File: src/common/safety_eval_pkg.sv
// Purpose: Constants, encodings and register map of the safety contact input evaluator.
// Assumes: 25 MHz reference clock; byte addresses on a plain register port.
// Notes:   All offsets, reset values and cycle counts live here.
package safety_eval_pkg;

	// ----------------------------------------------------------------
	// Timing
	// ----------------------------------------------------------------
	localparam int CLK_FREQ_HZ   = 25_000_000;
	localparam int TICK_TIME_MS  = 1;
	localparam int MS_CYCLES     = CLK_FREQ_HZ / 1000 * TICK_TIME_MS;
	localparam int MS_CNT_W      = 15;
	localparam logic [MS_CNT_W-1:0] MS_LAST = MS_CNT_W'(MS_CYCLES - 1);

	localparam logic [7:0] FILTER_MIN_MS = 8'h03;
	localparam logic [7:0] FILTER_MAX_MS = 8'hFA;
	localparam int         SIM_W         = 10;

	// Test pulse schedule, in ms slots of one period
	localparam int         SLOT_W     = 5;
	localparam logic [4:0] SLOT_CH1   = 5'h00;
	localparam logic [4:0] SLOT_CH2   = 5'h10;

	// ----------------------------------------------------------------
	// Encodings
	// ----------------------------------------------------------------
	typedef enum logic [1:0] {
		MODE_GUARD_DUAL   = 2'b00,
		MODE_GUARD_SINGLE = 2'b01,
		MODE_LOCK_FBK     = 2'b10,
		MODE_ENABLE_KEY   = 2'b11
	} mode_e;

	typedef enum logic [1:0] {
		TYPE_SINGLE = 2'b00,
		TYPE_DOUBLE = 2'b01,
		TYPE_MIXED  = 2'b10,
		TYPE_SPARE  = 2'b11
	} in_type_e;

	// ----------------------------------------------------------------
	// Register map (byte addresses)
	// ----------------------------------------------------------------
	localparam logic [3:0] CTRL_OFS   = 4'h0;
	localparam logic [3:0] FILTER_OFS = 4'h4;
	localparam logic [3:0] SIMUL_OFS  = 4'h8;
	localparam logic [3:0] STATUS_OFS = 4'hC;

	// Control fields
	localparam int CTRL_W          = 10;
	localparam int CTRL_MODE_LSB   = 0;
	localparam int CTRL_TYPE_LSB   = 2;
	localparam int CTRL_RST_EN     = 4;
	localparam int CTRL_RST_MON    = 5;
	localparam int CTRL_TEST_EN    = 6;
	localparam int CTRL_START_EN   = 7;
	localparam int CTRL_ERR_EN     = 8;
	localparam int CTRL_SIM_EN     = 9;

	localparam logic [CTRL_W-1:0] CTRL_RESET   = 10'h004;
	localparam logic [7:0]        FILTER_RESET = 8'h03;
	localparam logic [SIM_W-1:0]  SIMUL_RESET  = 10'h064;

	// Status fields
	localparam int ST_EVAL    = 0;
	localparam int ST_FAULT   = 1;
	localparam int ST_START   = 2;
	localparam int ST_ARMED   = 3;
	localparam int ST_CH1     = 4;
	localparam int ST_CH2     = 5;
	localparam int ST_CFG_OK  = 6;
	localparam int ST_DISC    = 7;

endpackage

File: src/design/contact_debounce.sv
// Purpose: Debounce one contact line against a millisecond tick.
// Assumes: Raw input synchronous to the clock; filter time already clamped.
// Notes:   Level after reset is low, the de-energised contact state.
module contact_debounce (
	input  wire logic       clk_in,
	input  wire logic       rst_in,
	input  wire logic       tick_in,
	input  wire logic       raw_in,
	input  wire logic [7:0] filt_ms_in,
	output logic            level_out
);

	logic       cand_q;
	logic       level_q;
	logic [7:0] cnt_q;
	wire        moved   = raw_in != cand_q;
	wire        pending = cand_q != level_q;
	wire        done    = (cnt_q + 8'h01) >= filt_ms_in;

	// Any bounce restarts the full wait
	always_ff @(posedge clk_in or posedge rst_in) begin
		if (rst_in) begin
			cand_q  <= 1'b0;
			level_q <= 1'b0;
			cnt_q   <= 8'h00;
		end else if (moved) begin
			cand_q <= raw_in;
			cnt_q  <= 8'h00;
		end else if (!pending) begin
			cnt_q <= 8'h00;
		end else if (tick_in) begin
			if (done) begin
				level_q <= cand_q;
				cnt_q   <= 8'h00;
			end else begin
				cnt_q <= cnt_q + 8'h01;
			end
		end
	end

	assign level_out = level_q;
endmodule

File: src/design/safety_contact_input_evaluator.sv
// Purpose: Safety contact evaluator for guard, lock feedback and enable key contacts.
// Assumes: Field inputs and reset button synchronous to REF_CLK_IN.
// Notes:   Output is low after any fault until inputs return to safe state.
module safety_contact_input_evaluator #(
	parameter logic [safety_eval_pkg::MS_CNT_W-1:0] TICK_LAST_P = safety_eval_pkg::MS_LAST
) (
	input  wire logic        REF_CLK_IN,
	input  wire logic        RST_IN,
	input  wire logic [3:0]  REG_ADDR_IN,
	input  wire logic [31:0] REG_WDATA_IN,
	input  wire logic        REG_WR_IN,
	input  wire logic        REG_RD_IN,
	output logic      [31:0] REG_RDATA_OUT,
	input  wire logic        FIRST_CHANNEL_INPUT_IN,
	input  wire logic        SECOND_CHANNEL_INPUT_IN,
	input  wire logic        RESET_BUTTON_IN,
	output logic      [1:0]  TEST_PULSE_OUT,
	output logic             EVAL_OUT,
	output logic             ERROR_OUT
);

	// ----------------------------------------------------------------
	// Register port
	// ----------------------------------------------------------------
	logic [safety_eval_pkg::CTRL_W-1:0] ctrl_q;
	logic [7:0]                         filter_q;
	logic [safety_eval_pkg::SIM_W-1:0]  simul_q;
	logic [31:0]                        rdata_q;
	logic [7:0]                         status;

	wire wr_ctrl   = REG_WR_IN && (REG_ADDR_IN == safety_eval_pkg::CTRL_OFS);
	wire wr_filter = REG_WR_IN && (REG_ADDR_IN == safety_eval_pkg::FILTER_OFS);
	wire wr_simul  = REG_WR_IN && (REG_ADDR_IN == safety_eval_pkg::SIMUL_OFS);

	always_ff @(posedge REF_CLK_IN or posedge RST_IN) begin
		if (RST_IN) begin
			ctrl_q   <= safety_eval_pkg::CTRL_RESET;
			filter_q <= safety_eval_pkg::FILTER_RESET;
			simul_q  <= safety_eval_pkg::SIMUL_RESET;
		end else begin
			if (wr_ctrl)
				ctrl_q <= REG_WDATA_IN[safety_eval_pkg::CTRL_W-1:0];
			if (wr_filter)
				filter_q <= REG_WDATA_IN[7:0];
			if (wr_simul)
				simul_q <= REG_WDATA_IN[safety_eval_pkg::SIM_W-1:0];
		end
	end

	wire [31:0] rd_mux =
		(REG_ADDR_IN == safety_eval_pkg::CTRL_OFS)   ? {22'h0_0000, ctrl_q} :
		(REG_ADDR_IN == safety_eval_pkg::FILTER_OFS) ? {24'h00_0000, filter_q} :
		(REG_ADDR_IN == safety_eval_pkg::SIMUL_OFS)  ? {22'h0_0000, simul_q} :
		(REG_ADDR_IN == safety_eval_pkg::STATUS_OFS) ? {24'h00_0000, status} :
		32'h0000_0000;

	// Read data stands only in the cycle after the strobe
	always_ff @(posedge REF_CLK_IN or posedge RST_IN) begin
		if (RST_IN)
			rdata_q <= 32'h0000_0000;
		else
			rdata_q <= REG_RD_IN ? rd_mux : 32'h0000_0000;
	end

	assign REG_RDATA_OUT = rdata_q;

	// ----------------------------------------------------------------
	// Configuration decode
	// ----------------------------------------------------------------
	safety_eval_pkg::mode_e    mode;
	safety_eval_pkg::in_type_e itype;

	assign mode  = safety_eval_pkg::mode_e'(ctrl_q[safety_eval_pkg::CTRL_MODE_LSB +: 2]);
	assign itype = safety_eval_pkg::in_type_e'(ctrl_q[safety_eval_pkg::CTRL_TYPE_LSB +: 2]);

	wire rst_en    = ctrl_q[safety_eval_pkg::CTRL_RST_EN];
	wire rst_mon   = ctrl_q[safety_eval_pkg::CTRL_RST_MON];
	wire test_en   = ctrl_q[safety_eval_pkg::CTRL_TEST_EN];
	wire start_en  = ctrl_q[safety_eval_pkg::CTRL_START_EN];
	wire err_en    = ctrl_q[safety_eval_pkg::CTRL_ERR_EN];
	wire two_ch    = (itype == safety_eval_pkg::TYPE_DOUBLE) || (itype == safety_eval_pkg::TYPE_MIXED);
	wire mixed     = itype == safety_eval_pkg::TYPE_MIXED;

	// Contact types each mode accepts; anything else is a fault
	wire cfg_valid =
		(mode == safety_eval_pkg::MODE_GUARD_DUAL)   ? two_ch :
		(mode == safety_eval_pkg::MODE_GUARD_SINGLE) ? (itype == safety_eval_pkg::TYPE_SINGLE) :
		(mode == safety_eval_pkg::MODE_LOCK_FBK)     ? (itype != safety_eval_pkg::TYPE_SPARE) :
		(itype == safety_eval_pkg::TYPE_SINGLE) || (itype == safety_eval_pkg::TYPE_DOUBLE);

	// Simultaneity only for two-contact types; key mode never mixed
	wire sim_on = ctrl_q[safety_eval_pkg::CTRL_SIM_EN] && two_ch && cfg_valid;

	// Out-of-range filter values are clamped to the legal span
	wire [7:0] filt_ms =
		(filter_q < safety_eval_pkg::FILTER_MIN_MS) ? safety_eval_pkg::FILTER_MIN_MS :
		(filter_q > safety_eval_pkg::FILTER_MAX_MS) ? safety_eval_pkg::FILTER_MAX_MS : filter_q;

	// ----------------------------------------------------------------
	// Millisecond time base
	// ----------------------------------------------------------------
	logic [safety_eval_pkg::MS_CNT_W-1:0] ms_cnt_q;
	wire ms_tick = ms_cnt_q == TICK_LAST_P;

	always_ff @(posedge REF_CLK_IN or posedge RST_IN) begin
		if (RST_IN)
			ms_cnt_q <= '0;
		else
			ms_cnt_q <= ms_tick ? '0 : ms_cnt_q + 1'b1;
	end

	// ----------------------------------------------------------------
	// Test pulses and readback
	// ----------------------------------------------------------------
	logic [safety_eval_pkg::SLOT_W-1:0] slot_q;
	logic [1:0]                         tp_q;
	logic [1:0]                         hold_q;

	wire p1_low = test_en && (slot_q == safety_eval_pkg::SLOT_CH1);
	wire p2_low = test_en && two_ch && (slot_q == safety_eval_pkg::SLOT_CH2);

	always_ff @(posedge REF_CLK_IN or posedge RST_IN) begin
		if (RST_IN) begin
			slot_q <= '0;
			tp_q   <= 2'b11;
			hold_q <= 2'b00;
		end else begin
			slot_q <= !test_en ? '0 : (ms_tick ? slot_q + 1'b1 : slot_q);
			tp_q   <= {~p2_low, ~p1_low};
			if (tp_q[0])
				hold_q[0] <= FIRST_CHANNEL_INPUT_IN;
			if (tp_q[1])
				hold_q[1] <= SECOND_CHANNEL_INPUT_IN;
		end
	end

	assign TEST_PULSE_OUT = tp_q;

	// A line still high while its feed is low is shorted to another live line
	wire tp_fail = ms_tick && ((!tp_q[0] && FIRST_CHANNEL_INPUT_IN) || (!tp_q[1] && SECOND_CHANNEL_INPUT_IN));

	// Pulse windows are masked from the filter so they do not read as openings
	wire raw1 = tp_q[0] ? FIRST_CHANNEL_INPUT_IN : hold_q[0];
	wire raw2 = tp_q[1] ? SECOND_CHANNEL_INPUT_IN : hold_q[1];

	// ----------------------------------------------------------------
	// Debounce; filter delay adds directly to response time
	// ----------------------------------------------------------------
	logic f1;
	logic f2;

	contact_debounce u_filt1 (
		.clk_in     (REF_CLK_IN),
		.rst_in     (RST_IN),
		.tick_in    (ms_tick),
		.raw_in     (raw1),
		.filt_ms_in (filt_ms),
		.level_out  (f1)
	);

	contact_debounce u_filt2 (
		.clk_in     (REF_CLK_IN),
		.rst_in     (RST_IN),
		.tick_in    (ms_tick),
		.raw_in     (raw2),
		.filt_ms_in (filt_ms),
		.level_out  (f2)
	);

	// ----------------------------------------------------------------
	// Contact interpretation
	// ----------------------------------------------------------------
	// Mixed pair: first channel is the NO contact, second the NC one
	wire a1      = f1;
	wire a2      = f2 ^ mixed;
	// Closed guard, locked guard or turned key all read as active
	wire active  = two_ch ? (a1 && a2) : a1;
	wire safe    = two_ch ? (!a1 && !a2) : !a1;
	wire discord = two_ch && (a1 ^ a2);

	// ----------------------------------------------------------------
	// Simultaneity and fault latch
	// ----------------------------------------------------------------
	logic [safety_eval_pkg::SIM_W-1:0] sim_cnt_q;
	logic                              fault_q;

	always_ff @(posedge REF_CLK_IN or posedge RST_IN) begin
		if (RST_IN)
			sim_cnt_q <= '0;
		else if (!(sim_on && discord))
			sim_cnt_q <= '0;
		else if (ms_tick && (sim_cnt_q != '1))
			sim_cnt_q <= sim_cnt_q + 1'b1;
	end

	wire sim_timeout = sim_on && discord && (sim_cnt_q >= simul_q);
	wire fault_cause = sim_timeout || tp_fail || !cfg_valid;

	// A new cause wins over the safe-state clear
	always_ff @(posedge REF_CLK_IN or posedge RST_IN) begin
		if (RST_IN)
			fault_q <= 1'b0;
		else if (fault_cause)
			fault_q <= 1'b1;
		else if (safe)
			fault_q <= 1'b0;
	end

	// ----------------------------------------------------------------
	// Start-up test: one safe-then-active cycle after power-on only
	// ----------------------------------------------------------------
	logic saw_safe_q;
	logic start_done_q;

	// Filters wake up reading open; a closed guard at power-on must not count as opened
	wire settled = (raw1 == f1) && (!two_ch || (raw2 == f2));

	always_ff @(posedge REF_CLK_IN or posedge RST_IN) begin
		if (RST_IN) begin
			saw_safe_q   <= 1'b0;
			start_done_q <= 1'b0;
		end else begin
			if (safe && settled)
				saw_safe_q <= 1'b1;
			if (saw_safe_q && active && !fault_q)
				start_done_q <= 1'b1;
		end
	end

	wire start_ok = !start_en || start_done_q;
	wire ready    = active && !fault_q && start_ok && cfg_valid;

	// ----------------------------------------------------------------
	// Reset handling
	// ----------------------------------------------------------------
	logic btn_prev_q;
	logic pend_q;
	logic armed_q;

	wire btn_rise = RESET_BUTTON_IN && !btn_prev_q;
	wire btn_fall = !RESET_BUTTON_IN && btn_prev_q;
	wire accept   = rst_mon ? (btn_fall && pend_q) : btn_rise;

	always_ff @(posedge REF_CLK_IN or posedge RST_IN) begin
		if (RST_IN) begin
			btn_prev_q <= 1'b0;
			pend_q     <= 1'b0;
			armed_q    <= 1'b0;
		end else begin
			btn_prev_q <= RESET_BUTTON_IN;
			pend_q     <= ready && !accept && (btn_rise || pend_q);
			// Any loss of ready or control register write asks for a fresh reset
			armed_q    <= ready && !wr_ctrl && (accept || armed_q);
		end
	end

	// ----------------------------------------------------------------
	// Outputs
	// ----------------------------------------------------------------
	logic eval_q;
	logic error_q;

	always_ff @(posedge REF_CLK_IN or posedge RST_IN) begin
		if (RST_IN) begin
			eval_q  <= 1'b0;
			error_q <= 1'b0;
		end else begin
			eval_q  <= ready && (!rst_en || armed_q);
			error_q <= err_en && fault_q;
		end
	end

	assign EVAL_OUT  = eval_q;
	assign ERROR_OUT = error_q;

	assign status = {discord, cfg_valid, f2, f1, armed_q, start_done_q, fault_q, eval_q};
endmodule

File: config.mk
export PLATFORM = sky130hd
export DESIGN_NAME = safety_contact_input_evaluator
export DESIGN_NICKNAME = d
export VERILOG_FILES = /design/src/common/safety_eval_pkg.sv /design/src/design/contact_debounce.sv /design/src/design/safety_contact_input_evaluator.sv
export SDC_FILE = /design/constraint.sdc
export NUM_CORES = 1
export LEC_CHECK = 0
export BUFFER_PORTS_ARGS = -buffer_cell sky130_fd_sc_hd__buf_4
export CORE_MARGIN = 2
export CORE_UTILIZATION = 60
export CTS_BUF_LIST = sky130_fd_sc_hd__clkbuf_8
export CTS_CLUSTER_DIAMETER = 120
export DETAILED_ROUTE_END_ITERATION = 6
export PLACE_DENSITY = 0.89
export SKIP_CTS_REPAIR_TIMING = 1
export SKIP_LAST_GASP = 1
export SYNTH_ARGS = -nofsm -noshare
export SYNTH_HDL_FRONTEND = slang
export SYNTH_HIERARCHICAL = 1
export SYNTH_SLANG_ARGS = --single-unit
File: constraint.sdc
create_clock -name REF_CLK_IN -period 6.4 [get_ports REF_CLK_IN]
set_input_delay 0.64 -clock REF_CLK_IN [delete_from_list [all_inputs] [get_ports REF_CLK_IN]]
set_output_delay 0.64 -clock REF_CLK_IN [all_outputs]
set_load 0.02 [all_outputs]
# [After elaboration in Yosys (flattened, before gate mapping)]
# Cells that the tools add are included.
[totals] regBits=100 in_bits=43 out_inout_bits=36 word_cells=153
[classes] addsub=5 magnitude_cmp=5 eq_ne=21 mux=30 bitwise_logic=6 n_reduce_logical=63
[ops] cell="2-to-1 mux 8 bit" n=11
[ops] cell="2-to-1 mux 10 bit" n=6
[ops] cell="logical AND 1 bit" n=33
[ops] cell="adder 8 x 1 -> 8 bit (second input constant)" n=2
[ops] cell=">= comparator 8 bit" n=2
[ops] cell="adder 15 x 1 -> 15 bit (second input constant)" n=1
[ops] cell="== test 15 bit (second input constant)" n=1
[ops] cell="2-to-1 mux 15 bit" n=1
[ops] cell="zero test 1 bit" n=13
[ops] cell="adder 10 x 1 -> 10 bit (second input constant)" n=1
[ops] cell=">= comparator 10 bit" n=1
[ops] cell="logical OR 1 bit" n=10
[ops] cell="2-to-1 mux 1 bit" n=10
[ops] cell="2-to-1 mux 5 bit" n=2
[ops] cell="!= test 10 bit (second input constant)" n=1
[ops] cell="== test 4 bit (second input constant)" n=2
[ops] cell="> comparator 8 bit (second input constant)" n=1
[ops] cell="less-than comparator 8 x 2 -> 1 bit (second input constant)" n=1
[ops] cell="AND reduction 4 bit" n=2
[ops] cell="!= test 3 x 2 -> 1 bit (second input constant)" n=2
[ops] cell="adder 5 x 1 -> 5 bit (second input constant)" n=1
[ops] cell="== test 5 bit (second input constant)" n=1
[ops] cell="zero test 5 bit" n=1
[ops] cell="== test 2 x 1 -> 1 bit (second input constant)" n=2
[ops] cell="11 further kinds" n=22

# [Depth between registers and ports, before layout]
# Gate-level depths: netlist of the first run.
[logic_depth] word_depth=11 mapped_depth=11 mapped_depth_nobuf=10

# [Hierarchy]
# The synthesis of the first run kept the hierarchy.
[modules_own_cells] module="safety_contact_input_evaluator" instances=1 cells_per_inst=384 area_per_inst_um2=4215.3 seq_area_each_um2=2011.9
[modules_own_cells] module="contact_debounce" instances=2 cells_per_inst=71 area_per_inst_um2=683.2 seq_area_each_um2=250.2

# [Worst setup path before layout of the first run]
# OpenSTA, ideal clock, no wires.
[synth_path] path_kind="reg2reg" start="reg filter_q[7]" end="reg u_filt1.level_q (netlist: u_filt1/level_out)" setup_ps=125 arrival_time_ps=2478 t_required_ps=6275 slack_ps=3797 path_stages_with_launch=11 synth_period_minus_slack_ps=2603 path_cell_list="dfrtp_1 or4_1 nor2_1 nor2_1 o21ai_0 ha_1 nand2b_1 a2111o_1 a21oi_1 nor2_1 mux2_2"
[synth_between] elab_chain_cells=5 word_cells_on_any_way=6 cone_classes="order compare (3); mux (2); reduce/logical (1)"
[synth_lines] item="start: declaration" line="safety_contact_input_evaluator.sv:26" text="logic [7:0] filter_q;"
[synth_lines] item="start signal: assignment" line="safety_contact_input_evaluator.sv:38" text="filter_q <= safety_eval_pkg::FILTER_RESET;"
[synth_lines] item="start signal: assignment" line="safety_contact_input_evaluator.sv:44" text="filter_q <= REG_WDATA_IN[7:0];"
[synth_lines] item="> comparator 8 bit" line="safety_contact_input_evaluator.sv:97" text="(filter_q > safety_eval_pkg::FILTER_MAX_MS) ? safety_eval_pkg::FILTER_MAX_MS : filter_q;"
[synth_lines] item="2-to-1 mux 8 bit" line="safety_contact_input_evaluator.sv:97"
[synth_lines] item="2-to-1 mux 8 bit (*)" line="safety_contact_input_evaluator.sv:96" text="(filter_q < safety_eval_pkg::FILTER_MIN_MS) ? safety_eval_pkg::FILTER_MIN_MS :"
[synth_lines] item="via filt_ms[0]" line="safety_contact_input_evaluator.sv:95" text="wire [7:0] filt_ms ="
[synth_lines] item=">= comparator 8 bit (*)" line="contact_debounce.sv:18" text="wire done = (cnt_q + 8'h01) >= filt_ms_in;"
[synth_lines] item="AND reduction 4 bit (no line) (*)"
[synth_lines] item="end signal: assignment" line="contact_debounce.sv:33" text="level_q <= cand_q;"
[synth_lines] item="end: declaration" line="contact_debounce.sv:14" text="logic level_q;"
# The timed path passes the listed nets; every way through them passes the cells marked *.
# A chain may end at the register's enable or synchronous reset.

# [Final worst setup path of the first run]
[layout_path] start="reg filter_q[7]" end="reg u_filt2.cnt_q[0]"
[layout_between] elab_chain_cells=8 word_cells_on_any_way=9 cone_classes="order compare (3); mux (6)"
[layout_lines] item="> comparator 8 bit" line="safety_contact_input_evaluator.sv:97"
[layout_lines] item="2-to-1 mux 8 bit" line="safety_contact_input_evaluator.sv:97"
[layout_lines] item="2-to-1 mux 8 bit (*)" line="safety_contact_input_evaluator.sv:96"
[layout_lines] item="via filt_ms[0]" line="safety_contact_input_evaluator.sv:95"
[layout_lines] item=">= comparator 8 bit (*)" line="contact_debounce.sv:18"
[layout_lines] item="2-to-1 mux 8 bit (*)" line="contact_debounce.sv:32" text="if (done) begin"
[layout_lines] item="2-to-1 mux 8 bit (*)" line="contact_debounce.sv:31" text="end else if (tick_in) begin"
[layout_lines] item="2-to-1 mux 8 bit (*)" line="contact_debounce.sv:29" text="end else if (!pending) begin"
[layout_lines] item="2-to-1 mux 8 bit (*)" line="contact_debounce.sv:26" text="end else if (moved) begin"
[layout_lines] item="end signal: assignment" line="contact_debounce.sv:36" text="cnt_q <= cnt_q + 8'h01;"
[layout_lines] item="end: declaration" line="contact_debounce.sv:15" text="logic [7:0] cnt_q;"
# The timed path passes the listed nets; every way through them passes the cells marked *. The select of a mux whose other input is x is not followed.

==> results of run 1 <==
## flip-flops by register name, summed over array words and instances, names as in the netlist, 2 cells and up
| register | flops |
|---|---|
| simul_q | 10 |
| u_filt2/cnt_q | 8 |
| TEST_PULSE_OUT | 2 |
| ms_cnt_q | 15 |
| sim_cnt_q | 10 |
| ctrl_q | 10 |
| filter_q | 8 |
| hold_q | 2 |
| REG_RDATA_OUT | 10 |
| slot_q | 5 |
| u_filt1/cnt_q | 8 |
## final cells by class
type,instances,area share
Multi-Input combinational cell,363,0.450
Sequential cell,100,0.416
Inverter,42,0.0261
Timing Repair Buffer,36,0.0447
Clock buffer,9,0.0205
Tap cell,111,0.0230
Clock inverter,7,0.0207
## power breakdown
group	internal (mW)	switching [mW]
clock network	0.264	0.233
registers	0.694	0.0621
logic	0.129	0.153
total	1.09	0.448
## logic make-up (layout without fill, tap and decap cells)
family	Yosys count	in the layout	share of synthesized area
adders and majority gates	38	38	0.0852
buffers and inverters	84	94	0.0771
DFF	100	100	0.450
and+or+nand+nor	154	154	0.147
xor gates and xnor gates	36	36	0.0565
muxes	43	43	0.100
AOI/OAI and AO/OA	70	70	0.0836
other	1	22	0.000672
## worst paths after layout
| path | from | endpoint | slack [ps] | cells after the start |
|---|---|---|---|---|
| max reg2reg | filter_q[7] | u_filt2/cnt_q[0] | 3310 | 10 |
| min | RST_IN | u_filt2/cnt_q[1] | 250 | 2 |
| max in group asynchronous | RST_IN | hold_q[1] | 5180 | 3 |
| min reg2reg | slot_q[4] | TEST_PULSE_OUT[1] | 490 | 1 |
| min in group REF_CLK_IN | RESET_BUTTON_IN | btn_prev_q | 380 | 1 |
| max | filter_q[7] | u_filt2/cnt_q[0] | 3310 | 10 |
## placed cells by master (no fill, tap or decap), drive strengths merged, types with 17 or more instances in the layout
cell type and count:
dfrtp 92, inv 45, ha 38, buf 36, nor2 32, mux2 32
nand2 29, nand3 25, conb 22, xor2 21, a21oi 18, o21ai 17
## metal layers
metal / vias to the layer above / routed length [um]
met5: - / 0
met4: 0 / 179
met3: 20 / 396
met2: 97 / 6050
met1: 1974 / 4610
li1: 1836 / -
==> flow_summary.toml, run 1 <==
[drt]
num_vias = 3927
wl_um = 11200
wire_per_inst_um = 16.8
drt_iter0_drc = 251
drc = 0
via_per_inst = 5.88
dr.pass1.iters = 4
drtAntennaViolNets = 0

[global_route]
use_met3 = 0.0499
grt_pass1_wl_um = 18900
top_usage_layer = "met2"
track_usage = 0.237
grt_max_degree = 81
antenna_found_initial = 0
grt_use_met1 = 0.293
grt.met2_usage = 0.421
first_global_vias = 3955
grt_remaining_overflow = 0

[die]
fp.dieH_um = 100
dieArea_sq_um = 10100
start_util = 0.610
die_x_um = 100
top_level_ports = 79
placeableCoreArea_sq_um = 9150
row_count = 35

[clock_tree]
cts_buffer_depth = 2
cts_tree = "done"
clk_pin_slew_ps = 100
h-tree-depth = 3
clock_latency_ps = 380
root_buffer = "clkbuf_8"
clock_sinks = 100
cts-buffers-inserted = 9

[cells_and_area]
fillers = 646
drive_gt1_frac = 0.181
final_area_sq_um = 6050
areaGrowthSynthToFinish_pct = 8.32
final_core_util = 0.661
fin_nets = 633
multi_input_area_sq_um = 2720
antenna_cells = 0
regArea_sq_um = 2510
fin_cells = 668

[yosys]
ys_top_cells_by_count = "92 x dfrtp_1, 42 x inv_1, 38 x ha_1, 32 x nor2_1, 30 x mux2_2"
seq_area_frac_synth = 0.450
synth-edff-count = 0
ys_seq_elements = 100
syn_inst = 526
synth_area_leader_cell = "dfrtp_1"
ys_async_sr_fraction = 1.00
synth_top_area_frac = 0.412
syn_area_per_cell_sq_um = 10.6
synth.most_common_cell = "dfrtp_1"
synthTopCellsByArea = "dfrtp_1 41%, ha_1 8.5%, mux2_2 6.1%"
yosysWarningCount = 6
yosysUniqueCellTypes = 51
ys.flop_type = "dfrtp_1"
netlist_area_sq_um = 5580

[worst_setup_path]
arrival_ps = 3400
cp.buffers_inverters = 0
crit_type = "reg2reg"
cp-end-kind = "flop"
crit_top_cell = "nor2_1"
path_max_fanout = 8
start_kind = "flop"
path_delay_family = "simple AND/OR/NAND/NOR gates"
cp_data_required_time_ps = 6710
max_stage_delay_ps = 570
crit_chain = "or4_1 > nor2_1 > nor2_1 > o21ai_0 > ha_1 > nand2b_1 > a2111o_1 > a21oi_1 > and2b_1 > mux2_1"
cp_slowest_cell = "or4_1"

[sta]
worst_slack_ps = 3310
hold_violations = 0
relSlewSlack = 0.342
period_share = 0.483
whs_ps = 251
skew_ps = 16.5
period_needed_ps = 3090
tightest_slew_ps = 987
drv_slew = 0
timing.fmax_ghz = 0.324
tns_ps = 0
rsz0062_at_grt = "false"
setup_viol = 0

[power]
vdd_drop_max_mv = 0.166
total_power_mw = 1.53
p_leak_nw = 2.93
powerDensity_nw_per_um2 = 254

[placed_design]
dp_worst_setup_slack_ps = 3340
hpwl_um = 8080
placed_cells = 652
post_dp_cell_area_sq_um = 5800
gp_congestion = 0.831
port_buffers = 34

[flow_run]
drv_cap = 0

[outcome]
status = "completed"

[worst_hold_path]
worstHoldPathType = "in2async"
Note: power is estimated with default switching activity, not from simulation.
==> inputs of run 2 (changes only) <==
ABC_AREA = 1   (was default)
CORE_UTILIZATION = 55   (was 60)
PLACE_DENSITY = 0.85   (was 0.89)
clock period = 2.7 ns   (was 6.4 ns; I/O delays follow)
==> flow_summary.toml, run 2 <==
[global_route]
grt_use_met1 = 0.310
grt.met2_usage = 0.382
top_usage_layer = "met2"
track_usage = 0.227
antenna_found_initial = 0
use_met3 = 0.0381
grt_pass1_wl_um = 23200
grt_max_degree = 43
grt_remaining_overflow = 0
first_global_vias = 4991

[yosys]
syn_area_per_cell_sq_um = 7.59
synth_top_area_frac = 0.360
synthTopCellsByArea = "dfrtp_1 36%, nand2_1 13%, inv_1 7.6%"
synth-edff-count = 0
netlist_area_sq_um = 6400
syn_inst = 844
yosysUniqueCellTypes = 42
yosysWarningCount = 6
ys_async_sr_fraction = 1.00
ys_seq_elements = 100
ys_top_cells_by_count = "230 x nand2_1, 129 x inv_1, 92 x dfrtp_1, 62 x nor2_1, 48 x nand3_1"
synth.most_common_cell = "nand2_1"
seq_area_frac_synth = 0.392
synth_area_leader_cell = "dfrtp_1"
ys.flop_type = "dfrtp_1"

[power]
p_leak_nw = 3.68
vdd_drop_max_mv = 0.394
powerDensity_nw_per_um2 = 527

[worst_setup_path]
cp_data_required_time_ps = 3020
crit_type = "reg2reg"
arrival_ps = 2530
cp-end-kind = "flop"
start_kind = "flop"
worstRegToRegCells = 13
crit_path_start = "filter_q[0]"
r2r_start = "filter_q[0]"
path_max_fanout = 8

[placed_design]
port_buffers = 34
post_dp_cell_area_sq_um = 6700
gp_congestion = 0.867
hpwl_um = 10200
dp_worst_setup_slack_ps = 510

[outcome]
status = "completed"

[cells_and_area]
drive_gt1_frac = 0.124
areaGrowthSynthToFinish_pct = 8.13
final_common_cell = "nand2_1"
top_register = "ms_cnt_q"
fin_nets = 958
largest_reg_flops = 15
fillers = 980
most-common-layout-cells = "230 x nand2_1, 129 x inv_1, 92 x dfrtp_1"
final_area_sq_um = 6920
antenna_cells = 0

[die]
top_level_ports = 79
start_util = 0.563
placeableCoreArea_sq_um = 11400
row_count = 39
die_x_um = 112
fp.dieH_um = 112
dieArea_sq_um = 12500

[drt]
num_vias = 5371
wire_per_inst_um = 13.4
drt_iter0_drc = 388
wl_um = 13800
via_per_inst = 5.24
drc = 0
dr.pass1.iters = 5
drtAntennaViolNets = 0

[clock_tree]
clk_pin_slew_ps = 100
root_buffer = "clkbuf_8"
cts_tree = "done"
h-tree-depth = 3
cts-buffers-inserted = 9
clock_sinks = 100
cts_buffer_depth = 2
clock_latency_ps = 380

[sta]
period_share = 0.818
tightest_slew_ps = 707
rsz0062_at_grt = "false"
tns_ps = 0
timing.fmax_ghz = 0.453
hold_violations = 0
period_needed_ps = 2210
relSlewSlack = 0.527
whs_ps = 152
skew_ps = 10.4
drv_slew = 0
worst_slack_ps = 491
setup_viol = 0

[worst_hold_path]
hp-start = "REG_WDATA_IN[0]"
worstHoldPathType = "in2reg"
holdPathStages = 3

[flow_run]
drv_cap = 0
## run 2: final timing paths
kind                                     to  slack (ps)
setup / recovery           u_filt2/cnt_q[4]         490
hold / removal                  filter_q[0]         150
setup reg to reg           u_filt2/cnt_q[4]         490
hold reg to reg                  saw_safe_q         480
max in group asynchronous        simul_q[6]        1440
min in group asynchronous  u_filt1/cnt_q[5]         440
## run 2: cell families after synthesis
| family | Yosys count | share of synthesized area |
|---|---|---|
| and+or+nand+nor | 423 | 0.309 |
| buffers and inverters | 177 | 0.122 |
| AOI/OAI and AO/OA | 84 | 0.0727 |
| xor gates and xnor gates | 21 | 0.0287 |
| adders and majority gates | 38 | 0.0742 |
| other | 1 | 0.000586 |
| DFF | 100 | 0.392 |
## run 2: area by class of cell
cell class | count | area, sq um | share of cell area
clock buffer | 9 | 124 | 0.0179
timing repair buffer | 40 | 318 | 0.0459
clock inverter | 7 | 82.6 | 0.0119
sequential | 100 | 2510 | 0.363
tap | 143 | 179 | 0.0258
inverter | 138 | 519 | 0.0750
multi-input combinational | 588 | 3190 | 0.461
## run 2: critical path: stages, from the launching register on
cell and delay, ps:
dfstp_2 590, a21oi_1 100, nor3_1 300, o21ai_0 190, ha_1 340, inv_1 60
nand2_1 40, nand2_1 50, nand2_1 50, nand2_1 50, nand2_1 50, nand2_2 140
nand4_1 120, nand2_1 90
## run 2: through the flow
| stage | utilization | power, mW | std cells |
|---|---|---|---|
| finish | 0.609 | 3.65 | 1025 |
| global route | 0.609 | 3.86 | 1025 |
| CTS | 0.607 | 3.66 | 1023 |
| detailed placement | 0.589 | 2.65 | 1007 |
| global placement | 0.589 | 2.62 | 1007 |
| floorplan | - | 2.43 | 865 |
## run 2: metal layers
metal,up-vias,share of wire
li1,2690,-
met4,0,0.014
met3,21,0.050
met5,-,0
met2,159,0.49
met1,2501,0.44
## run 2: report_power, final
part,internal [mW],total (mW),switching [mW]
combinational,0.300,0.852,0.552
clock,0.445,1.01,0.565
sequential,1.65,1.79,0.140
total,2.39,3.65,1.26
==> inputs of run 3 (changes only) <==
ABC_AREA = 0   (was 1)
CORE_UTILIZATION = 60   (was 55)
PLACE_DENSITY = 0.89   (was 0.85)
clock period = 2.2 ns   (was 2.7 ns; I/O delays follow)
==> flow_summary.toml, run 3 (synthesis gave the netlist of run 1 again) <==
[worst_setup_path]
r2r_start = "filter_q[5]"
r2r_end = "u_filt1/cnt_q[2]"
cp.buffers_inverters = 1
cp_slowest_cell = "or4_4"
worstRegToRegCells = 8
start_kind = "flop"
cp_data_required_time_ps = 2510
max_stage_delay_ps = 550
worstSetupPathDepth = 8
worstSetupEndpoint = "u_filt1/cnt_q[2]"
crit_path_start = "filter_q[5]"
crit_type = "reg2reg"
path_delay_family = "compound AO/OA/AOI/OAI gates"
path_max_fanout = 8
crit_chain = "or4_4 > o31ai_2 > inv_1 > ha_1 > a2111o_1 > a21oi_2 > and2b_2 > a22o_1"
reg2reg_slack_ps = -520
cp-end-kind = "flop"
arrival_ps = 3030

[die]
row_count = 35
placeableCoreArea_sq_um = 9150
top_level_ports = 79
start_util = 0.610
fp.dieH_um = 100
die_x_um = 100
dieArea_sq_um = 10100

[worst_hold_path]
worstHoldPathType = "in2reg"

[sta]
period_share = 1.23
drv_slew = 0
tightest_slew_ps = 700
worst_slack_ps = -517
whs_ps = 96.4
hold_violations = 0
relSlewSlack = 0.532
period_needed_ps = 2720
setup_viol = 18
timing.fmax_ghz = 0.368
skew_ps = 15.5
rsz0062_at_grt = "true"

[placed_design]
port_buffers = 34
gp_congestion = 0.865
hpwl_um = 8700
post_dp_cell_area_sq_um = 6010

[cells_and_area]
final_area_sq_um = 6420
most-common-layout-cells = "92 x dfrtp_1, 61 x buf_4, 39 x inv_1"
top_register = "ms_cnt_q"
final_core_util = 0.701
areaGrowthSynthToFinish_pct = 15.0
largest_reg_flops = 15
fin_nets = 664
antenna_cells = 0
drive_gt1_frac = 0.265
final_common_cell = "dfrtp_1"

[clock_tree]
cts_buffer_depth = 2
clock_latency_ps = 370
cts-buffers-inserted = 9
clock_sinks = 100
h-tree-depth = 3
cts_tree = "done"
root_buffer = "clkbuf_8"
clk_pin_slew_ps = 100

[drt]
wl_um = 12300
via_per_inst = 5.88
dr.pass1.iters = 5
drc = 0
num_vias = 4113
drt_iter0_drc = 319
drtAntennaViolNets = 0
wire_per_inst_um = 17.6

[global_route]
antenna_found_initial = 0
grt_remaining_overflow = 0
top_usage_layer = "met2"
use_met3 = 0.0513
grt.met2_usage = 0.415
grt_use_met1 = 0.313
grt_pass1_wl_um = 19300
first_global_vias = 4039
track_usage = 0.247
grt_max_degree = 32

[outcome]
status = "complete, but fails checks"
violations = "negative setup slack"

[flow_run]
drv_cap = 0

[power]
powerDensity_nw_per_um2 = 714
total_power_mw = 4.58
p_leak_nw = 3.10
vdd_drop_max_mv = 0.461
## run 3: changes by cell type in the layout (fill, tap and decap cells not counted), moves of 24 or more
cell / previous run / this run
mux2_2: 0 / 30
nand4_1: 33 / 8
nand3_1: 48 / 23
inv_1: 129 / 39
nand2_1: 230 / 29
nor2_1: 62 / 28
buf_4: 37 / 61
## run 3: stage by stage
step	std cells	setup slack [ps]	setup TNS, ps
5_1_grt	699	-622	-11000
3_3_place_gp	675	-435	-7560
2_1_floorplan	547	-317	-5630
3_5_place_dp	675	-557	-9450
6_report	699	-517	-8960
4_1_cts	691	-581	-10740
## run 3: worst min path at each step
stage	start	to	slack, ps	cells after the start
CTS	RST_IN	u_filt1/cnt_q[3]	-160	2
finish	REG_WDATA_IN[8]	ctrl_q[8]	100	2
global route	REG_WDATA_IN[9]	ctrl_q[9]	90	2
detailed placement	RST_IN	u_filt2/cnt_q[2]	250	2
global placement	RST_IN	u_filt2/cnt_q[1]	240	2
floorplan	RST_IN	u_filt1/cand_q	60	1
## run 3: power by group
| part | total (mW) | internal [mW] | switching (mW) |
|---|---|---|---|
| registers | 2.19 | 2.02 | 0.171 |
| clock network | 1.35 | 0.707 | 0.646 |
| logic | 1.04 | 0.499 | 0.544 |
## run 3: per-layer routing
metal,vias to the layer above,wire [um],part of all wire
li1,1901,-,-
met1,2055,5030,0.41
met2,124,6500,0.53
met3,33,419,0.034
met4,0,321,0.026
met5,-,0,0
## run 3: area by class of cell
| class | count | area, sq um |
|---|---|---|
| fill | 596 | 2740 |
| clock buffer | 11 | 151 |
| sequential | 100 | 2510 |
| multi-input combinational | 363 | 2830 |
| tap | 111 | 139 |
| clock inverter | 5 | 82.6 |
| inverter | 42 | 161 |
| timing repair buffer | 67 | 541 |
## run 3: worst register-to-register path, delay by kind of cell (launching register included)
family | cells | cell delay (ps)
compound gates | 4 | 1070
simple gates | 2 | 790
flops | 1 | 410
fa+ha+maj | 1 | 300
buf+inv | 1 | 100
